### src/hw/sfc_defines.svh
// Address map, field positions, masks and scale constants of the stage setup block.
`ifndef SFC_DEFINES_SVH
`define SFC_DEFINES_SVH

// ---------------------------------------------------------------
// Address map (16-bit word addresses)
// ---------------------------------------------------------------
`define SFC_ADDR_W          10
`define SFC_STAGE_BASE      10'h080
`define SFC_STAGE_LAST      10'h0BF
`define SFC_WORD_ROUTE      3'h0
`define SFC_WORD_IN7        3'h1
`define SFC_WORD_OFFSET     3'h2
`define SFC_WORD_SENS       3'h3

// ---------------------------------------------------------------
// Writable bit masks, unused bits store and read as zero
// ---------------------------------------------------------------
`define SFC_MASK_ROUTE      16'h3FFF
`define SFC_MASK_IN7        16'hF003
`define SFC_MASK_OFFSET     16'hBFBF
`define SFC_MASK_SENS       16'h7F7F
`define SFC_RESET_WORD      16'h0000

// ---------------------------------------------------------------
// Field positions
// ---------------------------------------------------------------
`define SFC_IN7_ROUTE_LSB   0
`define SFC_MEAS_LSB        12
`define SFC_NEG_OFF_DIS_BIT 14
`define SFC_POS_OFF_DIS_BIT 15
`define SFC_NEG_CODE_LSB    0
`define SFC_NEG_SWAP_BIT    7
`define SFC_POS_CODE_LSB    8
`define SFC_POS_SWAP_BIT    15
`define SFC_NEG_SENS_LSB    0
`define SFC_NEG_PEAK_LSB    4
`define SFC_POS_SENS_LSB    8
`define SFC_POS_PEAK_LSB    12

// ---------------------------------------------------------------
// Scale constants
// ---------------------------------------------------------------
`define SFC_OFFSET_STEP_FF  16'h0140
`define SFC_PEAK_BASE_PCT   7'h28
`define SFC_PEAK_STEP_PCT   7'h0A
`define SFC_PEAK_MAX_CODE   3'h5

`endif

### src/hw/sfc_pkg.sv
// Types shared by the stage setup block.
package sfc_pkg;

  typedef enum logic [1:0] {
    SFC_ROUTE_OPEN = 2'b00,
    SFC_ROUTE_NEG  = 2'b01,
    SFC_ROUTE_POS  = 2'b10,
    SFC_ROUTE_BIAS = 2'b11
  } sfc_route_e;

  typedef enum logic [1:0] {
    SFC_MEAS_NONE = 2'b00,
    SFC_MEAS_SE_P = 2'b01,
    SFC_MEAS_SE_N = 2'b10,
    SFC_MEAS_DIFF = 2'b11
  } sfc_meas_e;

  typedef logic [2:0]  sfc_stage_t;
  typedef logic [15:0] sfc_word_t;

endpackage

### src/hw/sfc_route_decode.sv
// Decoder from a two-bit sensor routing code to switch controls.
`timescale 1ns/10ps
`default_nettype none

module sfc_route_decode
  import sfc_pkg::*;
(
  // Routing code
  input  wire logic [1:0] code,
  // Switch controls
  output logic            to_neg,
  output logic            to_pos,
  output logic            to_bias
);

  always_comb begin
    to_neg  = 1'b0;
    to_pos  = 1'b0;
    to_bias = 1'b0;
    case (sfc_route_e'(code))
      SFC_ROUTE_NEG:  to_neg  = 1'b1;
      SFC_ROUTE_POS:  to_pos  = 1'b1;
      SFC_ROUTE_BIAS: to_bias = 1'b1;
      default: begin
      end
    endcase
  end

endmodule

`default_nettype wire

### src/hw/sfc_level_lut.sv
// Lookup of threshold sensitivity and peak detect levels for one polarity.
`timescale 1ns/10ps
`default_nettype none

`include "sfc_defines.svh"

module sfc_level_lut
  import sfc_pkg::*;
(
  // Field codes
  input  wire logic [3:0]  sens_code,
  input  wire logic [2:0]  peak_code,
  // Levels, sensitivity in hundredths of a percent
  output logic      [13:0] sens_pct_x100,
  output logic      [6:0]  peak_pct,
  output logic             peak_bad
);

  always_comb begin
    case (sens_code)
      4'h0:    sens_pct_x100 = 14'd2500;
      4'h1:    sens_pct_x100 = 14'd2973;
      4'h2:    sens_pct_x100 = 14'd3440;
      4'h3:    sens_pct_x100 = 14'd3908;
      4'h4:    sens_pct_x100 = 14'd4379;
      4'h5:    sens_pct_x100 = 14'd4848;
      4'h6:    sens_pct_x100 = 14'd5315;
      4'h7:    sens_pct_x100 = 14'd5783;
      4'h8:    sens_pct_x100 = 14'd6251;
      4'h9:    sens_pct_x100 = 14'd6722;
      4'hA:    sens_pct_x100 = 14'd7190;
      4'hB:    sens_pct_x100 = 14'd7658;
      4'hC:    sens_pct_x100 = 14'd8128;
      4'hD:    sens_pct_x100 = 14'd8596;
      4'hE:    sens_pct_x100 = 14'd9064;
      default: sens_pct_x100 = 14'd9532;
    endcase
  end

  // Undefined peak codes give a zero level so they cannot pass for a real one.
  always_comb begin
    peak_bad = (peak_code > `SFC_PEAK_MAX_CODE);
    if (peak_bad) begin
      peak_pct = 7'h00;
    end else begin
      peak_pct = 7'(`SFC_PEAK_BASE_PCT + `SFC_PEAK_STEP_PCT * {4'h0, peak_code});
    end
  end

endmodule

`default_nettype wire

### src/hw/sfc_stage_cfg.sv
// Per-stage front-end setup registers and decoded setup of the selected stage.
//
// Function
// - Input 7 code: open, negative, positive, bias
// - Measure type: SE positive, SE negative, differential
// - Input 7 word bit 14 set disables negative offset
// - Input 7 word bit 15 set disables positive offset
// - Negative offset code, 0.32 pF per step
// - Offset bit 7 swaps negative offset side
// - Positive offset code in bits 13:8
// - Offset bit 15 swaps positive offset side
// - Negative sensitivity table 25 to 95.32 percent
// - Negative peak level 40 to 90 percent
// - Positive sensitivity uses same table
// - Positive peak level 40 to 90 percent
// - Eight stages each hold words 0 to 3
// - Inputs 0 to 6 routed by pairs
// - Route7, offset, sensitivity follow first routing word
`timescale 1ns/10ps
`default_nettype none

`include "sfc_defines.svh"

module sfc_stage_cfg
  import sfc_pkg::*;
#(
  parameter int STAGES  = 8,
  parameter int INPUTS  = 8
)
(
  // Clock and reset
  input  wire logic                   clk,
  input  wire logic                   rst_n,
  // Register port, word addressed
  input  wire logic [`SFC_ADDR_W-1:0] reg_addr,
  input  wire logic                   reg_wr,
  input  wire logic                   reg_rd,
  input  wire logic [15:0]            reg_wdata,
  output logic      [15:0]            reg_rdata,
  output logic                        reg_rvalid,
  output logic                        reg_hit,
  // Sequencer stage select
  input  wire logic [2:0]             stage_sel,
  // Sensor switch matrix of the selected stage
  output logic      [INPUTS-1:0]      conn_neg,
  output logic      [INPUTS-1:0]      conn_pos,
  output logic      [INPUTS-1:0]      conn_bias,
  // Measurement type
  output logic      [1:0]             measure_type_sel,
  output logic                        measure_diff,
  output logic                        measure_type_bad,
  // Front-end offsets
  output logic                        neg_frontend_offset_off,
  output logic                        pos_frontend_offset_off,
  output logic      [5:0]             neg_frontend_offset_code,
  output logic      [5:0]             pos_frontend_offset_code,
  output logic                        neg_offset_side_swap,
  output logic                        pos_offset_side_swap,
  output logic      [15:0]            cap_neg_input_offset_ff,
  output logic      [15:0]            cap_pos_input_offset_ff,
  // Thresholds and peak levels
  output logic      [3:0]             neg_thresh_sens,
  output logic      [3:0]             pos_thresh_sens,
  output logic      [13:0]            neg_sens_pct_x100,
  output logic      [13:0]            pos_sens_pct_x100,
  output logic      [2:0]             neg_peak_level,
  output logic      [2:0]             pos_peak_level,
  output logic      [6:0]             neg_peak_pct,
  output logic      [6:0]             pos_peak_pct,
  output logic                        peak_code_bad
);

  // ---------------------------------------------------------------
  // Functions
  // ---------------------------------------------------------------

  function automatic logic in_window(input logic [`SFC_ADDR_W-1:0] a);
    in_window = (a >= `SFC_STAGE_BASE) && (a <= `SFC_STAGE_LAST);
  endfunction

  function automatic sfc_stage_t stage_of(input logic [`SFC_ADDR_W-1:0] a);
    logic [`SFC_ADDR_W-1:0] rel;
    rel      = a - `SFC_STAGE_BASE;
    stage_of = rel[5:3];
  endfunction

  function automatic logic [15:0] offset_ff(input logic [5:0] code);
    offset_ff = 16'({10'h000, code} * `SFC_OFFSET_STEP_FF);
  endfunction

  // ---------------------------------------------------------------
  // Storage
  // ---------------------------------------------------------------

  sfc_word_t route_mem [STAGES];
  sfc_word_t in7_mem   [STAGES];
  sfc_word_t offs_mem  [STAGES];
  sfc_word_t sens_mem  [STAGES];

  logic       acc_hit;
  sfc_stage_t acc_stage;
  logic [2:0] acc_word;

  assign acc_hit   = in_window(reg_addr);
  assign acc_stage = stage_of(reg_addr);
  assign acc_word  = reg_addr[2:0];

  // Masking on write keeps unused bits at zero even if the host breaks
  // its promise to write them as zero.
  always_ff @(posedge clk) begin
    if (!rst_n) begin
      for (int s = 0; s < STAGES; s++) begin
        route_mem[s] <= `SFC_RESET_WORD;
        in7_mem[s]   <= `SFC_RESET_WORD;
        offs_mem[s]  <= `SFC_RESET_WORD;
        sens_mem[s]  <= `SFC_RESET_WORD;
      end
    end else if (reg_wr && acc_hit) begin
      case (acc_word)
        `SFC_WORD_ROUTE:  route_mem[acc_stage] <= reg_wdata & `SFC_MASK_ROUTE;
        `SFC_WORD_IN7:    in7_mem[acc_stage] <= reg_wdata & `SFC_MASK_IN7;
        `SFC_WORD_OFFSET: offs_mem[acc_stage] <= reg_wdata & `SFC_MASK_OFFSET;
        `SFC_WORD_SENS:   sens_mem[acc_stage] <= reg_wdata & `SFC_MASK_SENS;
        default: begin
        end
      endcase
    end
  end

  // ---------------------------------------------------------------
  // Register read
  // ---------------------------------------------------------------

  logic [15:0] next_rdata;

  // Words 4 to 7 of each stage live in other blocks and read as zero here.
  always_comb begin
    next_rdata = 16'h0000;
    if (acc_hit) begin
      case (acc_word)
        `SFC_WORD_ROUTE:  next_rdata = route_mem[acc_stage];
        `SFC_WORD_IN7:    next_rdata = in7_mem[acc_stage];
        `SFC_WORD_OFFSET: next_rdata = offs_mem[acc_stage];
        `SFC_WORD_SENS:   next_rdata = sens_mem[acc_stage];
        default:          next_rdata = 16'h0000;
      endcase
    end
  end

  always_ff @(posedge clk) begin
    if (!rst_n) begin
      reg_rdata  <= 16'h0000;
      reg_rvalid <= 1'b0;
      reg_hit    <= 1'b0;
    end else begin
      reg_rvalid <= reg_rd;
      reg_hit    <= reg_rd && acc_hit && (acc_word <= `SFC_WORD_SENS);
      reg_rdata  <= reg_rd ? next_rdata : 16'h0000;
    end
  end

  // ---------------------------------------------------------------
  // Selected stage fields
  // ---------------------------------------------------------------

  sfc_word_t sel_route;
  sfc_word_t sel_in7;
  sfc_word_t sel_offs;
  sfc_word_t sel_sens;

  assign sel_route = route_mem[stage_sel];
  assign sel_in7   = in7_mem[stage_sel];
  assign sel_offs  = offs_mem[stage_sel];
  assign sel_sens  = sens_mem[stage_sel];

  logic [15:0] all_codes;

  assign all_codes = {sel_in7[`SFC_IN7_ROUTE_LSB +: 2], sel_route[13:0]};

  // ---------------------------------------------------------------
  // Switch matrix decode
  // ---------------------------------------------------------------

  logic [INPUTS-1:0] dec_neg;
  logic [INPUTS-1:0] dec_pos;
  logic [INPUTS-1:0] dec_bias;

  for (genvar i = 0; i < INPUTS; i++) begin : g_route
    sfc_route_decode u_dec (
      .code    (all_codes[2*i +: 2]),
      .to_neg  (dec_neg[i]),
      .to_pos  (dec_pos[i]),
      .to_bias (dec_bias[i])
    );
  end

  always_ff @(posedge clk) begin
    if (!rst_n) begin
      conn_neg  <= '0;
      conn_pos  <= '0;
      conn_bias <= '0;
    end else begin
      conn_neg  <= dec_neg;
      conn_pos  <= dec_pos;
      conn_bias <= dec_bias;
    end
  end

  // ---------------------------------------------------------------
  // Measurement type
  // ---------------------------------------------------------------

  sfc_meas_e sel_meas;

  assign sel_meas = sfc_meas_e'(sel_in7[`SFC_MEAS_LSB +: 2]);

  // Code 00 is forbidden to the host; it is flagged rather than repaired.
  always_ff @(posedge clk) begin
    if (!rst_n) begin
      measure_type_sel <= 2'h0;
      measure_diff     <= 1'b0;
      measure_type_bad <= 1'b0;
    end else begin
      measure_type_sel <= sel_meas;
      measure_diff     <= (sel_meas == SFC_MEAS_DIFF);
      measure_type_bad <= (sel_meas == SFC_MEAS_NONE);
    end
  end

  // ---------------------------------------------------------------
  // Front-end offsets
  // ---------------------------------------------------------------

  logic        sel_neg_off;
  logic        sel_pos_off;
  logic        sel_neg_swap;
  logic        sel_pos_swap;
  logic [15:0] neg_ff;
  logic [15:0] pos_ff;

  assign sel_neg_off  = sel_in7[`SFC_NEG_OFF_DIS_BIT];
  assign sel_pos_off  = sel_in7[`SFC_POS_OFF_DIS_BIT];
  assign sel_neg_swap = sel_offs[`SFC_NEG_SWAP_BIT];
  assign sel_pos_swap = sel_offs[`SFC_POS_SWAP_BIT];
  assign neg_ff = sel_neg_off ? 16'h0000 : offset_ff(sel_offs[`SFC_NEG_CODE_LSB +: 6]);
  assign pos_ff = sel_pos_off ? 16'h0000 : offset_ff(sel_offs[`SFC_POS_CODE_LSB +: 6]);

  // Both offsets may land on one converter input; the sum stays in 16 bits.
  always_ff @(posedge clk) begin
    if (!rst_n) begin
      neg_frontend_offset_off  <= 1'b0;
      pos_frontend_offset_off  <= 1'b0;
      neg_frontend_offset_code <= 6'h00;
      pos_frontend_offset_code <= 6'h00;
      neg_offset_side_swap     <= 1'b0;
      pos_offset_side_swap     <= 1'b0;
      cap_neg_input_offset_ff  <= 16'h0000;
      cap_pos_input_offset_ff  <= 16'h0000;
    end else begin
      neg_frontend_offset_off  <= sel_neg_off;
      pos_frontend_offset_off  <= sel_pos_off;
      neg_frontend_offset_code <= sel_offs[`SFC_NEG_CODE_LSB +: 6];
      pos_frontend_offset_code <= sel_offs[`SFC_POS_CODE_LSB +: 6];
      neg_offset_side_swap     <= sel_neg_swap;
      pos_offset_side_swap     <= sel_pos_swap;
      cap_neg_input_offset_ff  <= (sel_neg_swap ? 16'h0000 : neg_ff)
                                  + (sel_pos_swap ? pos_ff : 16'h0000);
      cap_pos_input_offset_ff  <= (sel_neg_swap ? neg_ff : 16'h0000)
                                  + (sel_pos_swap ? 16'h0000 : pos_ff);
    end
  end

  // ---------------------------------------------------------------
  // Sensitivity and peak detect
  // ---------------------------------------------------------------

  logic [13:0] lut_neg_sens;
  logic [13:0] lut_pos_sens;
  logic [6:0]  lut_neg_peak;
  logic [6:0]  lut_pos_peak;
  logic        lut_neg_bad;
  logic        lut_pos_bad;

  sfc_level_lut u_neg_lut (
    .sens_code     (sel_sens[`SFC_NEG_SENS_LSB +: 4]),
    .peak_code     (sel_sens[`SFC_NEG_PEAK_LSB +: 3]),
    .sens_pct_x100 (lut_neg_sens),
    .peak_pct      (lut_neg_peak),
    .peak_bad      (lut_neg_bad)
  );

  sfc_level_lut u_pos_lut (
    .sens_code     (sel_sens[`SFC_POS_SENS_LSB +: 4]),
    .peak_code     (sel_sens[`SFC_POS_PEAK_LSB +: 3]),
    .sens_pct_x100 (lut_pos_sens),
    .peak_pct      (lut_pos_peak),
    .peak_bad      (lut_pos_bad)
  );

  always_ff @(posedge clk) begin
    if (!rst_n) begin
      neg_thresh_sens   <= 4'h0;
      pos_thresh_sens   <= 4'h0;
      neg_sens_pct_x100 <= 14'h0000;
      pos_sens_pct_x100 <= 14'h0000;
      neg_peak_level    <= 3'h0;
      pos_peak_level    <= 3'h0;
      neg_peak_pct      <= 7'h00;
      pos_peak_pct      <= 7'h00;
      peak_code_bad     <= 1'b0;
    end else begin
      neg_thresh_sens   <= sel_sens[`SFC_NEG_SENS_LSB +: 4];
      pos_thresh_sens   <= sel_sens[`SFC_POS_SENS_LSB +: 4];
      neg_sens_pct_x100 <= lut_neg_sens;
      pos_sens_pct_x100 <= lut_pos_sens;
      neg_peak_level    <= sel_sens[`SFC_NEG_PEAK_LSB +: 3];
      pos_peak_level    <= sel_sens[`SFC_POS_PEAK_LSB +: 3];
      neg_peak_pct      <= lut_neg_peak;
      pos_peak_pct      <= lut_pos_peak;
      peak_code_bad     <= lut_neg_bad || lut_pos_bad;
    end
  end

endmodule

`default_nettype wire

### config.mk
export PLATFORM = sky130hd
export DESIGN_NAME = sfc_stage_cfg
export DESIGN_NICKNAME = d
export VERILOG_FILES = /design/src/hw/sfc_pkg.sv /design/src/hw/sfc_route_decode.sv /design/src/hw/sfc_level_lut.sv /design/src/hw/sfc_stage_cfg.sv
export VERILOG_INCLUDE_DIRS = /design/src /design/src/hw
export SDC_FILE = /design/constraint.sdc
export NUM_CORES = 1
export LEC_CHECK = 0
export BUFFER_PORTS_ARGS = -buffer_cell sky130_fd_sc_hd__buf_2
export CORE_UTILIZATION = 39
export CTS_CLUSTER_SIZE = 14
export DETAILED_ROUTE_END_ITERATION = 16
export SYNTH_ARGS = -nofsm -noshare
export SYNTH_HDL_FRONTEND = slang
export SYNTH_SLANG_ARGS = --single-unit
### constraint.sdc
create_clock -name clk -period 5.8 [get_ports clk]
set_clock_uncertainty 0.1 [all_clocks]
set_input_delay 0 -clock clk [delete_from_list [all_inputs] [get_ports clk]]
set_output_delay 0 -clock clk [all_outputs]
set_load 0.01 [all_outputs]
==> flow_summary.yaml <==
outcome:
  status: "finished clean"
placement:
  dp_hpwl_um: 54900
  place_congestion: 0.923
  port_buffers: 169
power_and_ir_drop:
  powerDensity_nw_per_um2: 308
  p_total_w: 0.00932
  ir_worst_vdd_mv: 0.195
  power_leakage_nw: 11.6
global_route:
  grt_antenna_before_repair: 3
  first_global_vias: 18180
  grt_pass1_wl_um: 123000
  grt_max_degree: 62
  gr-usage-all-layers_pct: 24.2
  grt.overflow.total: 0
worst_setup_path:
  path_max_fanout: 3
  max_stage_delay_ps: 470
  required_ps: 6190
  cp.arrival_ps: 4580
  path_cells: "mux4_2 -> mux2i_1 -> inv_1 -> ha_1 -> ha_1 -> fa_1 -> a21o_1 -> a21oi_1 -> xnor2_1 -> nor2_1 -> ha_1 -> or3_1 -> o22ai_1 -> xor2_1 -> nor2_1"
  crit_family: "adder cells"
  cpMostUsedCell: "ha_1"
  cp_slowest_cell: "mux4_2"
  critical_path_class: "reg -> reg"
  critPathBufInv: 1
  cp-end-kind: "flop"
  start_kind: "flop"
synthesis:
  synth_compound_area_share_pct: 7.15
  synthSimpleGateAreaFrac_pct: 15.5
  synth.area.top_cells: "edfxtp_1, mux4_2, dfxtp_1"
  yosys.area.top_type: "edfxtp_1"
  synthAdderAreaFrac_pct: 3.04
  yosys_warnings: 0
  synth_seq_cells: 521
  syn_avg_cell_area_sq_um: 12.6
  netlist_area_sq_um: 26500
  yosysSeqAreaShare_pct: 53.8
  synth_top_family_by_area: "multiplexers"
  synth_top_cell_area_share_pct: 43.5
  synth_edf_count: 384
  netlist-cell-type-count: 70
  synth_xor_area_share_pct: 0.727
  synth_cells: 2108
  synth_mux_area_share_pct: 16.2
  synth_flop_cell: "edfxtp_1"
  synth_most_common_cell: "and2_1"
  ys_async_sr_fraction_pct: 0
  ys_top_cells_by_count: "and2_1, edfxtp_1, nor2_1"
route:
  vias: 18383
  wl_um: 84400
  wl_per_cell_um: 26.5
  post-route-drc-count: 0
  drtIter0Drc: 2115
  dr.pass1.iters: 6
  final_antenna_net_count: 0
  avgViaCountPerCell: 5.77
sta:
  rsz0062_at_grt: "no"
  period_needed_ps: 4190
  slew_viol_final: 0
  worst_slew_pin_slew_ps: 1160
  finalCritPeriodShare_pct: 72.3
  setup_viol: 0
  final_hold_viol_count: 0
  fmax_ghz: 0.239
  setup_tns_ps: 0
  slew_headroom_pct: 22.4
clocking:
  cts_resized: 0
  clock_sinks: 521
  htreeDepth: 2
  cts_tree: "yes"
  clk_pin_slew_ps: 60
  clockBufferDepth: 3
  numCtsBuffers: 56
  holdBufCountCts: 24
  cts-root-buf: "clkbuf_16"
  clk_latency_ps: 630
  post_cts_buffers: 0
die:
  die_area_sq_um: 69000
  core-area_sq_um: 67200
  rows: 95
  io_pins: 184
  dieHeight_um: 263
  start_util_pct: 39.5
  die-width_um: 263
finish:
  fin_nets: 2358
  drive_gt1_share_pct: 23.1
  nFillCells: 6051
  syn2layout_area_growth_pct: 14.3
run:
  maxCapViolCount: 0
min_path:
  min-delay-path-class: "in -> reg"
[kinds of logic after synthesis]
family          after synthesis
compound gates              290
xor+xnor                     22
fa+ha+maj                    62
buf+inv                     201
flops                       521
mux                         256
other cells                   1
simple gates                755
[tightest hold or removal path: cells and delay by family]
family	cells	cell delay, ps
mux	1	260
buf+inv	1	280
simple gates	1	110
[placed cells by master (no fill, tap or decap), types with 6 or more instances in the layout]
master	count
a21o_1	9
a21oi_1	66
a221oi_1	30
a22o_1	13
a22oi_1	24
and2_1	409
and3_1	12
buf_2	162
buf_4	72
clkbuf_1	7
clkbuf_16	58
clkbuf_8	6
clkinv_1	7
clkinv_2	13
conb_1	14
dfxtp_1	137
dlygate4sd3_1	24
edfxtp_1	384
ha_1	58
inv_1	21
mux2_2	48
mux2i_1	72
mux2i_4	9
mux4_2	123
nand2_1	84
nand2b_1	19
nand3_1	8
nor2_1	165
nor2_2	7
nor2b_1	16
nor3_1	12
o211ai_1	10
o21a_1	7
o21ai_0	45
o21ai_1	29
o221ai_1	7
o22ai_1	21
xnor2_1	10
xor2_1	12
[report_power, final]
part	internal [W]	switching, W
logic	0.000565	0.000864
clock network	0.00200	0.00155
registers	0.00423	0.000108
total	0.00680	0.00252
[registers in the layout (all words and copies together) (netlist names), 4 cells and up]
| name | flops |
|---|---|
| neg_frontend_offset_code | 6 |
| neg_thresh_sens | 4 |
| conn_bias | 8 |
| in7_mem | 48 |
| neg_sens_pct_x100 | 14 |
| pos_frontend_offset_code | 6 |
| cap_neg_input_offset_ff | 10 |
| pos_thresh_sens | 4 |
| offs_mem | 112 |
| route_mem | 112 |
| cap_pos_input_offset_ff | 10 |
| pos_sens_pct_x100 | 14 |
| neg_peak_pct | 6 |
| conn_pos | 8 |
| pos_peak_pct | 6 |
| reg_rdata | 16 |
| conn_neg | 8 |
| sens_mem | 112 |
[through the flow]
step                instance area, sq um  cells  setup WS (ps)  hold slack (ps)  util, %
finish                             30300   3187           1610             37.3     45.1
global route                       30300   3185           1370             55.5     45.1
CTS                                30300   3184           1610             7.17     45.1
detailed placement                 28200   3054           1360              250     42.0
global placement                   28200   3054           1470              236     42.0
floorplan                          26600   2121           1720             8.44        -
[metal layers]
metal	wire length [um]	GRT usage [%]
met5	13	0
met4	2830	8.39
met3	8770	5.08
met2	38000	37.7
met1	34700	33.4
[area by class of cell]
type,count,area (sq um),area share [%]
flip-flops and latches,521,14300,47.1
multi-input cells,1399,11400,37.5
repair buffers,260,1620,5.36
clock buffers,71,1560,5.15
well taps,873,1090,3.61
clock inverters,35,280,0.925
inverters,25,93.8,0.310
diodes,3,7.51,0.0248
[path summary, 6_finish.rpt]
path                        from                     endpoint  slack, ps  depth (start not counted)
setup / recovery  offs_mem[6][8]  cap_pos_input_offset_ff[14]       1610                         15
hold / removal      stage_sel[2]              neg_peak_pct[1]         40                          3
setup reg to reg  offs_mem[6][8]  cap_pos_input_offset_ff[14]       1610                         15
hold reg to reg   offs_mem[7][8]                 reg_rdata[9]        680                          4
No activity file was read; power rests on OpenSTA's default activity.
